[src/hdl/afd_pkg.sv]
// Shared constants and types for the audio FIFO and DMA request block
package afd_pkg;
    // ==========================================================
    // Storage geometry
    localparam int unsigned AFD_DATA_W     = 32;
    localparam int unsigned AFD_FIFO_DEPTH = 64;
    localparam int unsigned AFD_CNT_W      = 7;
    // ==========================================================
    // Control word layout: threshold field sits in bits 15:8
    localparam int unsigned AFD_THR_LSB    = 8;
    localparam int unsigned AFD_THR_MSB    = 15;
    localparam int unsigned AFD_THR_W      = 8;
    localparam logic [31:0] AFD_CTL_RESET  = 32'h0000_0100;
    // ==========================================================
    // Request set/clear window in cycles
    localparam int unsigned AFD_COLLIDE_WIN = 2;
    typedef logic [AFD_CNT_W-1:0] afd_cnt_t;
    typedef logic [AFD_THR_W-1:0] afd_thr_t;
endpackage : afd_pkg

[src/hdl/afd_fifo_if.sv]
// Stream carrier between the FIFO and its users
`timescale 1ns/1ns
interface afd_fifo_if #(parameter int unsigned W = 32);
    logic         in_valid;
    logic         in_ready;
    logic [W-1:0] in_data;
    logic         out_valid;
    logic         out_ready;
    logic [W-1:0] out_data;
    logic [6:0]   level;
    modport fifo (input in_valid, in_data, out_ready, output in_ready, out_valid, out_data, level);
    modport user (output in_valid, in_data, out_ready, input in_ready, out_valid, out_data, level);
endinterface : afd_fifo_if

[src/hdl/afd_fifo.sv]
// Parameterised flip-flop FIFO with valid/ready on both sides
`timescale 1ns/1ns
module afd_fifo
    import afd_pkg::*;
#(
    parameter int unsigned W     = 32,
    parameter int unsigned DEPTH = 64
) (
    input wire logic clk,
    input wire logic rst_n,
    afd_fifo_if.fifo f
);
    localparam int unsigned AW = $clog2(DEPTH);
    logic [W-1:0]  mem [DEPTH];
    logic [AW-1:0] wr_ptr;
    logic [AW-1:0] rd_ptr;
    logic [AW:0]   count;
    logic          push;
    logic          pop;

    // ==========================================================
    // Handshakes: honest full and empty
    assign f.in_ready  = (count != (AW+1)'(DEPTH));
    assign f.out_valid = (count != '0);
    assign f.out_data  = mem[rd_ptr];
    assign f.level     = 7'(count);
    assign push        = f.in_valid && f.in_ready;
    assign pop         = f.out_valid && f.out_ready;

    // Storage write, no reset needed on data
    always_ff @(posedge clk) begin
        if (push) begin
            mem[wr_ptr] <= f.in_data;
        end
    end

    // Pointers and fill count
    always_ff @(posedge clk or negedge rst_n) begin
        if (!rst_n) begin
            wr_ptr <= '0;
            rd_ptr <= '0;
            count  <= '0;
        end else begin
            if (push) begin
                wr_ptr <= AW'(wr_ptr + 1'b1);
            end
            if (pop) begin
                rd_ptr <= AW'(rd_ptr + 1'b1);
            end
            count <= (AW+1)'(count + (AW+1)'(push) - (AW+1)'(pop));
        end
    end
endmodule : afd_fifo

[src/hdl/afd_dma_fifo.sv]
// Receive and transmit FIFOs with threshold-based DMA request logic
`timescale 1ns/1ns
// What this block does
// - A pending request drops once the DMA side has moved a threshold number of words.
// - A request rises once the pin side has moved a threshold number of words.
// - When a set and a clear meet within two cycles the request ends up asserted.
// - Each direction has a programmable threshold in bits 15 to 8 of its control word.
// - Each direction holds sixty-four data words.
// - Unserviced receive overflows and unserviced transmit underflows, both sticky until software clears.
module afd_dma_fifo
    import afd_pkg::*;
(
    input  wire logic                  clk,
    input  wire logic                  rst_n,
    input  wire logic [31:0]           rx_fifo_control,
    input  wire logic [31:0]           tx_fifo_control,
    input  wire logic                  err_clear,
    input  wire logic                  rx_pin_valid,
    input  wire logic [AFD_DATA_W-1:0] rx_pin_data,
    input  wire logic                  rx_dma_rd,
    output logic      [AFD_DATA_W-1:0] rx_dma_data,
    output logic                       rx_dma_req,
    input  wire logic                  tx_dma_wr,
    input  wire logic [AFD_DATA_W-1:0] tx_dma_data,
    input  wire logic                  tx_pin_take,
    output logic      [AFD_DATA_W-1:0] tx_pin_data,
    output logic                       tx_dma_req,
    output logic                       rx_overflow,
    output logic                       tx_underflow
);
    afd_fifo_if #(.W(AFD_DATA_W)) rxf ();
    afd_fifo_if #(.W(AFD_DATA_W)) txf ();

    afd_thr_t rx_request_threshold;
    afd_thr_t tx_request_threshold;
    afd_thr_t rx_pin_cnt;
    afd_thr_t rx_dma_cnt;
    afd_thr_t tx_pin_cnt;
    afd_thr_t tx_dma_cnt;
    logic     rx_set;
    logic     rx_clr;
    logic     tx_set;
    logic     tx_clr;
    logic     rx_push;
    logic     rx_pop;
    logic     tx_push;
    logic     tx_pop;
    afd_cnt_t rx_pend;
    afd_cnt_t tx_pend;
    afd_cnt_t next_rx_pend;
    afd_cnt_t next_tx_pend;

    // Threshold of zero is treated as one so a request can still fire
    function automatic afd_thr_t thr_of(input logic [31:0] ctl);
        afd_thr_t t;
        t = ctl[AFD_THR_MSB:AFD_THR_LSB];
        return (t == '0) ? afd_thr_t'(1) : t;
    endfunction : thr_of

    // Wraps a word counter at the threshold and flags the crossing
    function automatic afd_thr_t cnt_next(input afd_thr_t c, input afd_thr_t thr);
        return (afd_thr_t'(c + 1'b1) >= thr) ? '0 : afd_thr_t'(c + 1'b1);
    endfunction : cnt_next

    function automatic logic cnt_hit(input afd_thr_t c, input afd_thr_t thr);
        return afd_thr_t'(c + 1'b1) >= thr;
    endfunction : cnt_hit

    // Outstanding-request count; a set in the clearing cycle still leaves one pending.
    // Saturates at both ends so a clear with nothing outstanding (a priming write) is absorbed.
    function automatic afd_cnt_t pend_next(input afd_cnt_t p, input logic set, input logic clr);
        afd_cnt_t r;
        r = p;
        if (set && clr) begin
            r = (p == '0) ? afd_cnt_t'(1) : p;
        end else if (set) begin
            r = (p == '1) ? p : afd_cnt_t'(p + 1'b1);
        end else if (clr) begin
            r = (p == '0) ? p : afd_cnt_t'(p - 1'b1);
        end
        return r;
    endfunction : pend_next

    // ==========================================================
    // Storage
    // sixty-four words
    afd_fifo #(.W(AFD_DATA_W), .DEPTH(AFD_FIFO_DEPTH)) u_rx_fifo (
        .clk   (clk),
        .rst_n (rst_n),
        .f     (rxf.fifo)
    );
    afd_fifo #(.W(AFD_DATA_W), .DEPTH(AFD_FIFO_DEPTH)) u_tx_fifo (
        .clk   (clk),
        .rst_n (rst_n),
        .f     (txf.fifo)
    );

    assign rx_request_threshold = thr_of(rx_fifo_control);
    assign tx_request_threshold = thr_of(tx_fifo_control);

    // Pin-side pushes are dropped when full; that is the overflow case
    assign rxf.in_valid  = rx_pin_valid;
    assign rxf.in_data   = rx_pin_data;
    assign rxf.out_ready = rx_dma_rd;
    assign txf.in_valid  = tx_dma_wr;
    assign txf.in_data   = tx_dma_data;
    assign txf.out_ready = tx_pin_take;

    assign rx_push = rx_pin_valid && rxf.in_ready;
    assign rx_pop  = rx_dma_rd && rxf.out_valid;
    assign tx_push = tx_dma_wr && txf.in_ready;
    assign tx_pop  = tx_pin_take && txf.out_valid;

    // ==========================================================
    // Word counters per side
    always_ff @(posedge clk or negedge rst_n) begin
        if (!rst_n) begin
            rx_pin_cnt <= '0;
            rx_dma_cnt <= '0;
            tx_pin_cnt <= '0;
            tx_dma_cnt <= '0;
        end else begin
            if (rx_push) begin
                rx_pin_cnt <= cnt_next(rx_pin_cnt, rx_request_threshold);
            end
            if (rx_pop) begin
                rx_dma_cnt <= cnt_next(rx_dma_cnt, rx_request_threshold);
            end
            if (tx_pop) begin
                tx_pin_cnt <= cnt_next(tx_pin_cnt, tx_request_threshold);
            end
            if (tx_push) begin
                tx_dma_cnt <= cnt_next(tx_dma_cnt, tx_request_threshold);
            end
        end
    end

    assign rx_set = rx_push && cnt_hit(rx_pin_cnt, rx_request_threshold);
    assign tx_set = tx_pop && cnt_hit(tx_pin_cnt, tx_request_threshold);
    // DMA moves threshold words per request
    assign rx_clr = rx_pop && cnt_hit(rx_dma_cnt, rx_request_threshold);
    assign tx_clr = tx_push && cnt_hit(tx_dma_cnt, tx_request_threshold);

    // ==========================================================
    // Request bookkeeping counts outstanding requests rather than keeping a bare flag.
    // A bare flag loses a new request whose set lands a cycle before the clear of the
    // previous one; the count keeps it alive until its own words have moved.
    // Trade-off: a few extra flops per direction for a request that is never dropped.
    // set beats clear
    assign next_rx_pend = pend_next(rx_pend, rx_set, rx_clr);
    assign next_tx_pend = pend_next(tx_pend, tx_set, tx_clr);

    // Outstanding counts
    // reset empties counts
    always_ff @(posedge clk or negedge rst_n) begin
        if (!rst_n) begin
            rx_pend <= '0;
            tx_pend <= '0;
        end else begin
            rx_pend <= next_rx_pend;
            tx_pend <= next_tx_pend;
        end
    end

    // Request outputs follow the next count so they stay one flop deep
    // reset drops requests
    always_ff @(posedge clk or negedge rst_n) begin
        if (!rst_n) begin
            rx_dma_req <= 1'b0;
            tx_dma_req <= 1'b0;
        end else begin
            rx_dma_req <= (next_rx_pend != '0);
            tx_dma_req <= (next_tx_pend != '0);
        end
    end

    // ==========================================================
    // Error flags; an event in the clearing cycle still sets
    // sticky overflow and underflow
    always_ff @(posedge clk or negedge rst_n) begin
        if (!rst_n) begin
            rx_overflow  <= 1'b0;
            tx_underflow <= 1'b0;
        end else begin
            if (rx_pin_valid && !rxf.in_ready) begin
                rx_overflow <= 1'b1;
            end else if (err_clear) begin
                rx_overflow <= 1'b0;
            end
            if (tx_pin_take && !txf.out_valid) begin
                tx_underflow <= 1'b1;
            end else if (err_clear) begin
                tx_underflow <= 1'b0;
            end
        end
    end

    // ==========================================================
    // Registered data outputs, valid the cycle after the pop
    always_ff @(posedge clk or negedge rst_n) begin
        if (!rst_n) begin
            rx_dma_data <= '0;
            tx_pin_data <= '0;
        end else begin
            if (rx_pop) begin
                rx_dma_data <= rxf.out_data;
            end
            if (tx_pop) begin
                tx_pin_data <= txf.out_data;
            end
        end
    end
endmodule : afd_dma_fifo

[config.mk]
export PLATFORM = sky130hd
export DESIGN_NAME = afd_dma_fifo
export DESIGN_NICKNAME = d
export VERILOG_FILES = /design/src/hdl/afd_pkg.sv /design/src/hdl/afd_fifo_if.sv /design/src/hdl/afd_fifo.sv /design/src/hdl/afd_dma_fifo.sv
export SDC_FILE = /design/constraint.sdc
export NUM_CORES = 2
export LEC_CHECK = 0
export BUFFER_PORTS_ARGS = -buffer_cell sky130_fd_sc_hd__buf_4
export CAP_MARGIN = 0
export CORE_MARGIN = 2
export CORE_UTILIZATION = 50
export CTS_BUF_LIST = sky130_fd_sc_hd__clkbuf_4
export CTS_CLUSTER_SIZE = 28
export DETAILED_ROUTE_END_ITERATION = 10
export GPL_TIMING_DRIVEN = 1
export HOLD_SLACK_MARGIN = 0.15
export PLACE_DENSITY = 0.66
export REMOVE_ABC_BUFFERS = 1
export SETUP_SLACK_MARGIN = 0.2
export SYNTH_ARGS = -nofsm -noshare
export SYNTH_HDL_FRONTEND = slang
export SYNTH_SLANG_ARGS = --single-unit
[constraint.sdc]
create_clock -name clk -period 4.2 [get_ports clk]
set_input_delay 0.21 -clock clk [delete_from_list [all_inputs] [get_ports clk]]
set_output_delay 0.21 -clock clk [all_outputs]
set_load 0.005 [all_outputs]
==> summary.log <==
[timing] minimum period implied by the final worst setup slack 3.88 ns
[floorplanning] standard-cell rows 209
[place] RePlAce Congestion 0.796
[synth] number of synthesized flops with an enable pin 4,096
[min_path] worst hold path type in -> reg
[global_route] initial antenna violation count 26
[critical_path] nature of the critical path endpoint register
[route] number of nets with antenna violations after detailed routing 0
[run] total of max-cap violations 0
[synth] xor and xnor fraction of the mapped netlist area 0.00327
[layout] layout net count 8,674
[global_route] largest net degree at the start of global routing 85
[pwr] IR drop worst, VDD 419 µV
[global_route] global routing usage summed across all routing layers 0.250
[synth] multiplexer share of the synthesized area 0.185
[cts] clk root buf sky130_fd_sc_hd__clkbuf_4
[pwr] sum of internal, switching and leakage power 119 mW
[critical_path] minimum setup slack among reg-to-reg paths 0.32 ns
[critical_path] cells on worst reg2reg path 14
[cts] TritonCTS clock tree yes
[critical_path] Worst Setup Path Type reg -> reg
[synth] number of warning messages in the yosys log 0
[global_route] global-route wire length before repair 587,000 µm
[synth] post-synthesis instance area 163,000 µm²
[floorplanning] initial core utilization 0.503
[synth] most frequently used flop master after synthesis sky130_fd_sc_hd__edfxtp_1
[route] Via Count 82.7k
[critical_path] cells along the critical path ha_2 -> nand3_1 -> xnor2_2 -> ha_1 -> a21o_1 -> a211oi_1 -> o31ai_1 -> o21ba_2 -> o211ai_1 -> dlygate4sd3_1 -> a21o_1 -> a211oi_1 -> a2111o_1 -> or4_1
[min_path] Hold Path Stages 7
[critical_path] RR Startpoint rx_pin_cnt[0]$_DFFE_PN0P_
[route] 1st-iter DRT viols 9,719
[place] HPWL Detailed 224,000 µm
[cts] CTS H-Tree Depth 7
[critical_path] Max stage delay on crit path 0.56 ns
[place] Port-buffer cells 154
[synth] Post-synth ARST share 0.0358
[floorplanning] Top-Level Pins 203
[synth] simple-gate portion of the synthesized area 0.0150
[pwr] P per Cell Area 624 nW/µm²
[synth] combinational family with the most area after synthesis multiplexers
[critical_path] Critical Path Fanout Max 6
[global_route] total global routing overflow 0
[cts] clock buffers created by TritonCTS 1,144
[layout] proportion of layout cells with a drive suffix above 1 0.409
[critical_path] arrival time worst endpoint 5.25 ns
[timing] clock skew 0.174 ns
[synth] synthesized instance count 6,875
[synth] synthesized-area fraction occupied by ao, oa, aoi and oai cells 0.00608
[status] result of the run finished, final reports clean
[cts] Reg clk slew, reported paths 0.06 ns
[timing] Final setup viols 0
[route] routed wire length per instance 30.2 µm
[critical_path] Reg2Reg Capture Point rx_dma_req$_DFF_PN0_
[cts] Longest Clk Path Bufs 5
[timing] Max Slew Vio Count 0
[cts] sink count of the clock tree 4,248
[synth] mean instance size in the synthesized netlist 23.8 µm²
[floorplanning] die height 576 µm
[critical_path] required time of the critical path 5.57 ns
[pwr] Pleak 62.2 nW
[timing] upper clock frequency limit 0.258 GHz
[cts] insertion delay of the later-clocked pin in the worst-skew pair 1.64 ns
[place] number of placed instances, taps included 11.3k
[min_path] startpoint of the worst hold path tx_fifo_control[11]
[critical_path] startpoint type of the worst setup path register
[timing] post-route fraction of the period consumed by the critical path 0.924
[route] Routed WL 408,000 µm
[timing] setup repair after global routing missed its margin true
[timing] remaining max-slew budget at the tightest pin 0.236
[synth] number of register bits inferred by synthesis 4,248
[route] via/cell ratio 6.12
[timing] actual slew at the worst max-slew pin 1.15 ns
[critical_path] standard cell with the maximum stage delay on the critical path sky130_fd_sc_hd__dlygate4sd3_1
[layout] fillcell total 23.2k
[timing] Setup TNS Final 0 ns
[layout] number of cells in the finished layout apart from fillers 13.5k
[timing] final hold violations 0
[global_route] vias in the first global route 85.4k
[synth] portion of the post-synthesis area used by sequential elements 0.776
[floorplanning] full die area 332,000 µm²
[route] number of search-and-repair iterations in the first detailed-routing pass 7
[floorplanning] die boundary width 576 µm
[layout] synth-to-layout area growth 16.8%
[synth] number of distinct library cells after synthesis 62
[min_path] worst min-delay path endpoint tx_dma_cnt[7]$_DFFE_PN0P_
[synth] adder and majority gate portion of the synthesized area 0.00511
[route] Remaining DRCs 0
[floorplanning] floorplan core area 325,000 µm²
[repair_timing]
action,CTS,global route
endpoints found under the hold margin,5603,0
endpoints found under the setup margin,0,2
setup buffers,0,1
resized for setup,0,18
hold buffers,312,0
[where the power goes]
part | switching (mW) | total [mW] | internal (mW)
Combinational | 17.5 | 34.6 | 17.1
Clock | 16.1 | 34.3 | 18.2
Sequential | 1.75 | 50.2 | 48.5
[layout by cell type (no fill, tap or decap), types with 29 or more instances in the layout]
cell type and instances:
sky130_fd_sc_hd__dfrtp_1 139, sky130_fd_sc_hd__inv_1 55, sky130_fd_sc_hd__buf_12 98, sky130_fd_sc_hd__edfxtp_1 4096
sky130_fd_sc_hd__nor2_1 48, sky130_fd_sc_hd__ha_1 61, sky130_fd_sc_hd__buf_16 53, sky130_fd_sc_hd__o21ai_0 69
sky130_fd_sc_hd__dlygate4sd3_1 247, sky130_fd_sc_hd__a21oi_1 30, sky130_fd_sc_hd__clkbuf_4 1601, sky130_fd_sc_hd__nor2_4 128
sky130_fd_sc_hd__mux4_2 1331, sky130_fd_sc_hd__nand2_1 266, sky130_fd_sc_hd__clkinv_1 173, sky130_fd_sc_hd__buf_4 409
sky130_fd_sc_hd__xnor2_1 41, sky130_fd_sc_hd__nand3_1 34, sky130_fd_sc_hd__inv_2 29
[worst max-delay path, delay by kind of cell (launching register included)]
family | cells | cell delay, ns
AOI/OAI and AO/OA | 8 | 1.41
buffers and inverters | 1 | 0.56
xor gates and xnor gates | 1 | 0.19
DFF | 1 | 0.41
and+or+nand+nor | 2 | 0.62
adders and majority gates | 2 | 0.54
[sequential cells by signal, summed over array words and instances (netlist names), 8 cells and up]
| register | flops |
|---|---|
| tx_pin_cnt | 8 |
| u_tx_fifo.mem | 2048 |
| tx_pin_data | 32 |
| u_rx_fifo.mem | 2048 |
| rx_dma_cnt | 8 |
| rx_pin_cnt | 8 |
| tx_dma_cnt | 8 |
| rx_dma_data | 32 |
[layer usage]
layer | track usage | share of wire | vias to the layer above
li1 | - | - | 33200
met1 | 0.348 | 0.40 | 44300
met2 | 0.393 | 0.49 | 4473
met3 | 0.0538 | 0.088 | 726
met4 | 0.0917 | 0.024 | 2
met5 | 0 | 0.000022 | -
[cell usage after synthesis (5+ instances only)]
library cell | instances | area share
sky130_fd_sc_hd__clkbuf_1 | 243 | 0.0056
sky130_fd_sc_hd__o211ai_1 | 5 | 0.00023
sky130_fd_sc_hd__dfrtp_1 | 152 | 0.023
sky130_fd_sc_hd__or2_2 | 7 | 0.00027
sky130_fd_sc_hd__xor2_1 | 19 | 0.0010
sky130_fd_sc_hd__xnor2_1 | 42 | 0.0023
sky130_fd_sc_hd__ha_1 | 62 | 0.0047
sky130_fd_sc_hd__mux2_2 | 15 | 0.0010
sky130_fd_sc_hd__edfxtp_1 | 4096 | 0.75
sky130_fd_sc_hd__nand3b_1 | 8 | 0.00037
sky130_fd_sc_hd__nand2b_1 | 6 | 0.00023
sky130_fd_sc_hd__a211oi_1 | 5 | 0.00023
sky130_fd_sc_hd__mux4_2 | 1331 | 0.18
sky130_fd_sc_hd__inv_1 | 56 | 0.0013
sky130_fd_sc_hd__nor3_1 | 7 | 0.00021
sky130_fd_sc_hd__or4_1 | 5 | 0.00023
sky130_fd_sc_hd__nand4b_1 | 5 | 0.00027
sky130_fd_sc_hd__and3_1 | 17 | 0.00065
sky130_fd_sc_hd__nand4_1 | 10 | 0.00038
sky130_fd_sc_hd__nand2_1 | 268 | 0.0062
sky130_fd_sc_hd__o31ai_1 | 6 | 0.00028
sky130_fd_sc_hd__a21oi_1 | 31 | 0.00095
sky130_fd_sc_hd__mux2i_1 | 14 | 0.00086
sky130_fd_sc_hd__nor2_1 | 176 | 0.0040
sky130_fd_sc_hd__buf_1 | 106 | 0.0024
sky130_fd_sc_hd__or3_1 | 8 | 0.00031
sky130_fd_sc_hd__o21ai_0 | 72 | 0.0022
sky130_fd_sc_hd__a21o_1 | 7 | 0.00032
sky130_fd_sc_hd__nand3_1 | 34 | 0.0010
[layout make-up]
class,count,area (µm²),share of cell area
flip-flops and latches,4248,127000,0.664
multi-input cells,2215,36100,0.189
clock buffers,1601,12000,0.0629
repair buffers,808,8980,0.0470
well taps,4325,5410,0.0283
clock inverters,242,1310,0.00686
inverters,58,218,0.00114
diodes,15,37.5,0.000197
[logic make-up after synthesis]
group	after synthesis
mux	1360
flops	4248
xor+xnor	61
compound gates	160
buf+inv	412
simple gates	568
fa+ha+maj	66
[worst max path at each step]
stage	slack, ns	endpoint	cells after the start	startpoint
6_report	0.32	rx_dma_req$_DFF_PN0_	14	rx_pin_cnt[0]$_DFFE_PN0P_
5_1_grt	0.17	rx_dma_req$_DFF_PN0_	13	rx_pin_cnt[0]$_DFFE_PN0P_
4_1_cts	0.25	rx_dma_req$_DFF_PN0_	13	rx_pin_cnt[0]$_DFFE_PN0P_
3_5_place_dp	0.29	rx_dma_req$_DFF_PN0_	13	rx_pin_cnt[0]$_DFFE_PN0P_
3_3_place_gp	0.36	rx_dma_req$_DFF_PN0_	13	rx_pin_cnt[0]$_DFFE_PN0P_
2_1_floorplan	-16.99	rx_dma_data[6]$_DFFE_PN0P_	6	u_rx_fifo.rd_ptr[0]$_DFFE_PN0P_
[stage by stage]
step	setup slack [ns]	hold slack, ns	area, µm²	util
after global routing	0.169	0.178	191000	0.588
final	0.319	0.183	191000	0.588
after CTS	0.252	0.151	191000	0.588
after detailed placement	0.292	0.163	173000	0.534
after floorplan	-16.99	-0.0856	162000	-
after global placement	0.357	0.158	173000	0.534
No activity file was read; power rests on OpenSTA's default activity.
